==> src/rtl/rag_pkg.sv <==
package rag_pkg;
    // ------------------------------------------------------------
    // timing
    // ------------------------------------------------------------
    localparam int unsigned CLK_HZ         = 125000000;
    localparam real         ADJ_BLOCK_MS   = 76.3;
    localparam real         BUSY_PERIOD_MS = 190.0;
    // both times round down, never below one cycle
    localparam int unsigned ADJ_BLOCK_CYC  =
        (int'($floor(ADJ_BLOCK_MS * CLK_HZ / 1000.0)) < 1) ? 1 :
        int'($floor(ADJ_BLOCK_MS * CLK_HZ / 1000.0));
    localparam int unsigned BUSY_PERIOD_CYC =
        (int'($floor(BUSY_PERIOD_MS * CLK_HZ / 1000.0)) < 1) ? 1 :
        int'($floor(BUSY_PERIOD_MS * CLK_HZ / 1000.0));

    // ------------------------------------------------------------
    // reset values
    // ------------------------------------------------------------
    localparam logic ADJ_RESET_VAL   = 1'b0;
    localparam logic BUSY_RESET_VAL  = 1'b0;
    localparam logic CRST_RESET_VAL  = 1'b0;

    // ------------------------------------------------------------
    // adjust sequencer
    // ------------------------------------------------------------
    typedef enum logic [1:0] {
        RAG_ADJ_IDLE  = 2'b00,
        RAG_ADJ_BLOCK = 2'b01,
        RAG_ADJ_HALT  = 2'b11
    } rag_adj_state_t;
endpackage

==> src/rtl/rag_sync.sv <==
`timescale 1ns/1ps
// ------------------------------------------------------------
// two flip-flop level synchroniser
// ------------------------------------------------------------
module rag_sync #(
    parameter int unsigned WIDTH = 1
) (
    input  wire logic             clk_sys,
    input  wire logic             rst_n,
    input  wire logic [WIDTH-1:0] async_in,
    output logic      [WIDTH-1:0] sync_out
);
    logic [WIDTH-1:0] meta_reg;

    always_ff @(posedge clk_sys or negedge rst_n) begin
        if (!rst_n) begin
            meta_reg <= '0;
            sync_out <= '0;
        end else begin
            meta_reg <= async_in;
            sync_out <= meta_reg;
        end
    end
endmodule

==> src/rtl/rag_guard.sv <==
`timescale 1ns/1ps
// Contract
// - writing adjust bit 1 starts adjust, blocks counter access 76.3 ms
// - running oscillator clears adjust bit on its 76.3 ms cycle
// - running oscillator clears busy bit on periodic 190 ms cycle
// - stopped oscillator halts timekeeping and both automatic clears
// - bus select qualifies cycles; standby select qualifies and sets mode
// - standby select going low clears counter reset control bit
module rag_guard
    import rag_pkg::*;
#(
    parameter int unsigned ADJ_CYC  = rag_pkg::ADJ_BLOCK_CYC,
    parameter int unsigned BUSY_CYC = rag_pkg::BUSY_PERIOD_CYC
) (
    input  wire logic clk_sys,
    input  wire logic rst_n,
    input  wire logic bus_chip_select_n,
    input  wire logic standby_chip_select,
    input  wire logic read_strobe_n,
    input  wire logic write_strobe_n,
    input  wire logic osc_running,
    input  wire logic sel_counter,
    input  wire logic sel_adjust,
    input  wire logic sel_reset_ctl,
    input  wire logic wr_data_bit,
    input  wire logic busy_set,
    output logic      thirty_second_adjust,
    output logic      busy,
    output logic      counter_reset_ctl,
    output logic      counter_access_ok,
    output logic      counter_wr_en,
    output logic      counter_rd_en,
    output logic      timekeeping_en,
    output logic      operating_mode
);
    import rag_pkg::*;

    // ------------------------------------------------------------
    // pin synchronisation
    // ------------------------------------------------------------
    logic [4:0] pins_sync;
    logic       cs_n_s;
    logic       stby_s;
    logic       rd_n_s;
    logic       wr_n_s;
    logic       osc_s;

    rag_sync #(.WIDTH(5)) u_sync (
        .clk_sys  (clk_sys),
        .rst_n    (rst_n),
        // active-low pins enter inverted so reset reads as idle
        .async_in ({~bus_chip_select_n, standby_chip_select,
                    ~read_strobe_n, ~write_strobe_n,
                    osc_running}),
        .sync_out (pins_sync)
    );

    assign cs_n_s = !pins_sync[4];
    assign stby_s = pins_sync[3];
    assign rd_n_s = !pins_sync[2];
    assign wr_n_s = !pins_sync[1];
    assign osc_s  = pins_sync[0];

    // ------------------------------------------------------------
    // cycle qualification
    // ------------------------------------------------------------
    logic wr_n_reg;
    logic wr_edge;
    logic sel_cycle;
    logic wr_cycle;
    logic adj_wr;

    always_ff @(posedge clk_sys or negedge rst_n) begin
        if (!rst_n) begin
            wr_n_reg <= 1'b1;
        end else begin
            wr_n_reg <= wr_n_s;
        end
    end

    assign sel_cycle = !cs_n_s && stby_s;
    assign wr_edge   = wr_n_reg && !wr_n_s;
    assign wr_cycle  = sel_cycle && wr_edge;
    assign adj_wr    = wr_cycle && sel_adjust && wr_data_bit;

    assign operating_mode = stby_s;
    assign timekeeping_en = osc_s && stby_s;

    // ------------------------------------------------------------
    // adjust sequencer
    // ------------------------------------------------------------
    localparam int unsigned AW = $clog2(ADJ_CYC + 1);
    rag_adj_state_t    adj_state_reg;
    rag_adj_state_t    adj_state_next;
    logic [AW-1:0]     adj_cnt_reg;
    logic              adj_done;

    assign adj_done = (adj_cnt_reg == AW'(ADJ_CYC - 1));

    // adjust counter advances only in BLOCK with time running
    function automatic logic adj_counting(input rag_adj_state_t st,
                                          input logic          en);
        return (st == RAG_ADJ_BLOCK) && en;
    endfunction

    always_comb begin
        adj_state_next = adj_state_reg;
        case (adj_state_reg)
            RAG_ADJ_IDLE: begin
                if (adj_wr) begin
                    adj_state_next = RAG_ADJ_BLOCK;
                end
            end
            RAG_ADJ_BLOCK: begin
                if (!timekeeping_en) begin
                    adj_state_next = RAG_ADJ_HALT;
                // a write on the last cycle restarts the block
                end else if (adj_done && !adj_wr) begin
                    adj_state_next = RAG_ADJ_IDLE;
                end
            end
            RAG_ADJ_HALT: begin
                if (timekeeping_en) begin
                    adj_state_next = RAG_ADJ_BLOCK;
                end
            end
            default: adj_state_next = RAG_ADJ_IDLE;
        endcase
    end

    always_ff @(posedge clk_sys or negedge rst_n) begin
        if (!rst_n) begin
            adj_state_reg <= RAG_ADJ_IDLE;
        end else begin
            adj_state_reg <= adj_state_next;
        end
    end

    always_ff @(posedge clk_sys or negedge rst_n) begin
        if (!rst_n) begin
            adj_cnt_reg <= '0;
        end else if (adj_state_reg == RAG_ADJ_IDLE) begin
            adj_cnt_reg <= '0;
        end else if (adj_wr) begin
            adj_cnt_reg <= '0;
        end else if (adj_counting(adj_state_reg, timekeeping_en)) begin
            adj_cnt_reg <= adj_done ? '0 : adj_cnt_reg + 1'b1;
        end
    end

    always_ff @(posedge clk_sys or negedge rst_n) begin
        if (!rst_n) begin
            thirty_second_adjust <= ADJ_RESET_VAL;
        end else if (adj_wr) begin
            thirty_second_adjust <= 1'b1;
        end else if (adj_counting(adj_state_reg, timekeeping_en)
                     && adj_done) begin
            thirty_second_adjust <= 1'b0;
        end
    end

    // ------------------------------------------------------------
    // busy auto clear
    // ------------------------------------------------------------
    localparam int unsigned BW = $clog2(BUSY_CYC + 1);
    logic [BW-1:0] busy_cnt_reg;
    logic          busy_tick;

    assign busy_tick = timekeeping_en
                       && (busy_cnt_reg == BW'(BUSY_CYC - 1));

    always_ff @(posedge clk_sys or negedge rst_n) begin
        if (!rst_n) begin
            busy_cnt_reg <= '0;
        end else if (timekeeping_en) begin
            busy_cnt_reg <= busy_tick ? '0 : busy_cnt_reg + 1'b1;
        end
    end

    always_ff @(posedge clk_sys or negedge rst_n) begin
        if (!rst_n) begin
            busy <= BUSY_RESET_VAL;
        end else if (busy_set && timekeeping_en) begin
            busy <= 1'b1;
        end else if (busy_tick) begin
            busy <= 1'b0;
        end
    end

    // ------------------------------------------------------------
    // counter reset control bit
    // ------------------------------------------------------------
    always_ff @(posedge clk_sys or negedge rst_n) begin
        if (!rst_n) begin
            counter_reset_ctl <= CRST_RESET_VAL;
        end else if (!stby_s) begin
            counter_reset_ctl <= 1'b0;
        end else if (wr_cycle && sel_reset_ctl) begin
            counter_reset_ctl <= wr_data_bit;
        end
    end

    // ------------------------------------------------------------
    // counter access gating
    // ------------------------------------------------------------
    assign counter_access_ok = !thirty_second_adjust;

    always_ff @(posedge clk_sys or negedge rst_n) begin
        if (!rst_n) begin
            counter_wr_en <= 1'b0;
            counter_rd_en <= 1'b0;
        end else begin
            counter_wr_en <= wr_cycle && sel_counter
                             && !thirty_second_adjust;
            counter_rd_en <= sel_cycle && !rd_n_s && sel_counter
                             && !thirty_second_adjust;
        end
    end
endmodule

==> config.mk <==
export PLATFORM = sky130hd
export DESIGN_NAME = rag_guard
export DESIGN_NICKNAME = d
export VERILOG_FILES = /design/src/rtl/rag_pkg.sv /design/src/rtl/rag_sync.sv /design/src/rtl/rag_guard.sv
export SDC_FILE = /design/constraint.sdc
export NUM_CORES = 1
export LEC_CHECK = 0
export BUFFER_PORTS_ARGS = -buffer_cell sky130_fd_sc_hd__buf_2
export CAP_MARGIN = 20
export CORE_ASPECT_RATIO = 1.75
export CORE_MARGIN = 1.5
export CORE_UTILIZATION = 40
export CTS_BUF_LIST = sky130_fd_sc_hd__clkbuf_8
export CTS_CLUSTER_DIAMETER = 150
export DETAILED_ROUTE_END_ITERATION = 6
export HOLD_SLACK_MARGIN = 0.08
export PLACE_DENSITY = 0.55
export SLEW_MARGIN = 15
export SYNTH_ARGS = -nofsm -noshare
export SYNTH_HDL_FRONTEND = slang
export SYNTH_SLANG_ARGS = --single-unit
export TNS_END_PERCENT = 5
==> constraint.sdc <==
create_clock -name clk_sys -period 2 [get_ports clk_sys]
set_clock_uncertainty 0.1 [all_clocks]
set_input_delay 0.1 -clock clk_sys [delete_from_list [all_inputs] [get_ports clk_sys]]
set_output_delay 0.1 -clock clk_sys [all_outputs]
set_load 0.02 [all_outputs]
==> metrics.cfg <==
[outcome]
status = complete, but fails checks
failed_checks = negative setup slack

[clocking]
clk_pin_slew_worst_paths_ns = 0.08
cts_root_buf = clkbuf_8
clk_path_buf_depth = 2
cts_tree = done
postCtsSetupRepairBufs = 0
clkSinkCount = 67
cts_buffers = 9
h-tree-depth = 3
insertion_delay_ns = 0.35

[global_routing]
grt_pass1_vias = 3058
grt_max_degree = 40
grt_pass1_wl_um = 14490
grt_overflow_total = 0
antenna_found_initial = 0
grt.total_usage = 0.2090

[timing]
grt_setup_unrepaired = true
fin_crit_sh = 1.017
hold_viol_final = 0
period_needed_ns = 2.034
max_freq_mhz = 491.6
setup_ws_ns = -0.03408
slew_violations = 0
tightest_slew_ns = 0.4409
slew_headroom = 0.7038
setup_viol = 7

[final_layout]
final_nets = 438
layout_common_cells = dfrtp_1, buf_4, nand2_1
syn2layout_area_growth_pct = 30.19
largest_reg_flops = 25
layout_commonest_cell = dfrtp_1
drive_gt1_frac = 0.2635
antennaDiodeCount = 0
final_util = 0.5318
fin_cells = 517

[setup_path]
cp-end-kind = flip-flop
cp_max_fo = 4
cp_cell_sequence = or4b_4, nor4_4, a31oi_1, a211oi_2, mux2_1
r2r_end = adj_state_reg[0]$_DFFE_PN0P_
startpoint = adj_cnt_reg[14]$_DFFE_PN0P_
reg2regPathDepth = 5
max_stage_delay_ns = 0.55
critPathKind = flip-flop to flip-flop
cpMaxStageDelayCell = or4b_4
reg2reg_slack_ns = -0.03
rr_startpoint = adj_cnt_reg[14]$_DFFE_PN0P_
worstPathArrival_ns = 2.17
start_kind = flip-flop
crit_required_ns = 2.14

[synth]
ys_ff_latch = 67
synthDistinctLibCells = 51
synth_area_per_cell_um2 = 9.980
yosys_warnings = 0
synth_cells = 338
async_flop_share = 1.000
syn_area_mm2 = 0.003373
synth_ff_type = dfrtp_1
ys_seq_area_frac = 0.4974
synth_nets = 356
synth_edf_count = 0

[drt]
wl_per_cell_um = 16.49
drtAntennaViolNets = 0
vias_per_cell = 5.559
met2WireLength_um = 4739
vias = 2874
met3_length_um = 230
wl_um = 8527
drcViolationCount = 0
wl_met1_um = 3276
dr.max_layer_used = met4
drtIter0Drc = 183
drtPass1Iterations = 4

[place]
globalplace.congestion = 0.9168
port_buffers = 19
hpwlAfterDp_um = 6120
dp.cells = 489

[pwr]
leakagePower_nw = 1.973
peakVddDrop_mv = 0.5921
finalPower_mw = 3.546
p_per_area_mw_per_mm2 = 807.5

[die]
die_h_um = 124.5
initial_core_util = 0.4085
die_x_um = 72.42
num_io_pins = 20
placementRows = 44
core_mm2 = 0.008258
dieArea_mm2 = 0.009015

[hold_path]
min_from = sel_adjust
hold_class = primary input to flip-flop
holdPathStages = 4
worst_hold_path.endpoint = thirty_second_adjust$_DFFE_PN0P_

[run]
maxCapViolations = 0

synth_stat cells (all sizes together), types with 7 or more instances:
cell type	n	area share
and2	8	0.015
a21oi	12	0.019
nand4	14	0.026
clkbuf	7	0.0078
dfrtp	66	0.49
nor2	27	0.030
nand2	29	0.032
and3	7	0.013
xnor2	11	0.029
xor2	15	0.039
nor3	15	0.025
inv	17	0.019
nor4	11	0.027
o21ai	14	0.022
nand3	13	0.019
per-stage QoR:
step | setup slack (ns) | hold slack [ns] | TNS [ns] | instance area (um^2)
global route | -0.1817 | 0.1374 | -1.769 | 4392
finish | -0.03408 | 0.1062 | -0.1104 | 4392
floorplan | -0.06059 | -0.2956 | -0.1171 | 3381
global placement | -0.02776 | -0.08693 | -0.05484 | 3953
CTS | -0.08431 | 0.1253 | -0.2250 | 4297
detailed placement | -0.08843 | -0.08733 | -0.2085 | 3953
worst max path at each step:
stage | to | slack, ns | cells past startpoint
finish | adj_state_reg[0]$_DFFE_PN0P_ | -0.03 | 5
global route | adj_state_reg[0]$_DFFE_PN0P_ | -0.18 | 5
CTS | adj_cnt_reg[2]$_DFFE_PN0P_ | -0.08 | 6
detailed placement | adj_cnt_reg[2]$_DFFE_PN0P_ | -0.09 | 6
global placement | adj_cnt_reg[2]$_DFFE_PN0P_ | -0.03 | 6
floorplan | busy_cnt_reg[19]$_DFFE_PN0P_ | -0.06 | 6
cell type report:
cell class	instances	area [um^2]
flip-flops and latches	67	1678
inverters	17	63.81
repair buffers	81	619.3
fillers	767	3866
clock inverters	7	98.84
multi-input cells	244	1693
well taps	92	115.1
clock buffers	9	123.9
what timing repair did:
action	4_1_cts	5_1_grt
setup endpoints to repair	10	32
gates cloned	0	0
resized for setup	1	19
hold buffers	12	0
pin swaps	1	6
hold endpoints to repair	75	0
layer usage:
layer  track usage  vias up
met3       0.04126       20
li1              -     1400
met1        0.2256     1403
met5             0        -
met2        0.3731       51
met4        0.1077        0
cells by family after synthesis:
group | share of synthesized area
flops | 0.4974
fa+ha+maj | 0.02225
mux | 0.01521
compound gates | 0.1150
xor+xnor | 0.06751
buf+inv | 0.03116
simple gates | 0.2515
power breakdown:
part / leakage, nW / switching [mW] / total [mW] / internal, mW
Clock: 0.111 / 0.572 / 1.28 / 0.712
Combinational: 0.975 / 0.433 / 0.723 / 0.290
Sequential: 0.887 / 0.0940 / 1.54 / 1.45
critical path: cells and delay by family, from the launching register on:
kind | cells | cell delay (ns)
DFF | 1 | 0.38
AOI/OAI and AO/OA | 2 | 0.35
muxes | 1 | 0.34
and+or+nand+nor | 2 | 0.77
No activity file was read; power rests on OpenSTA's default activity.
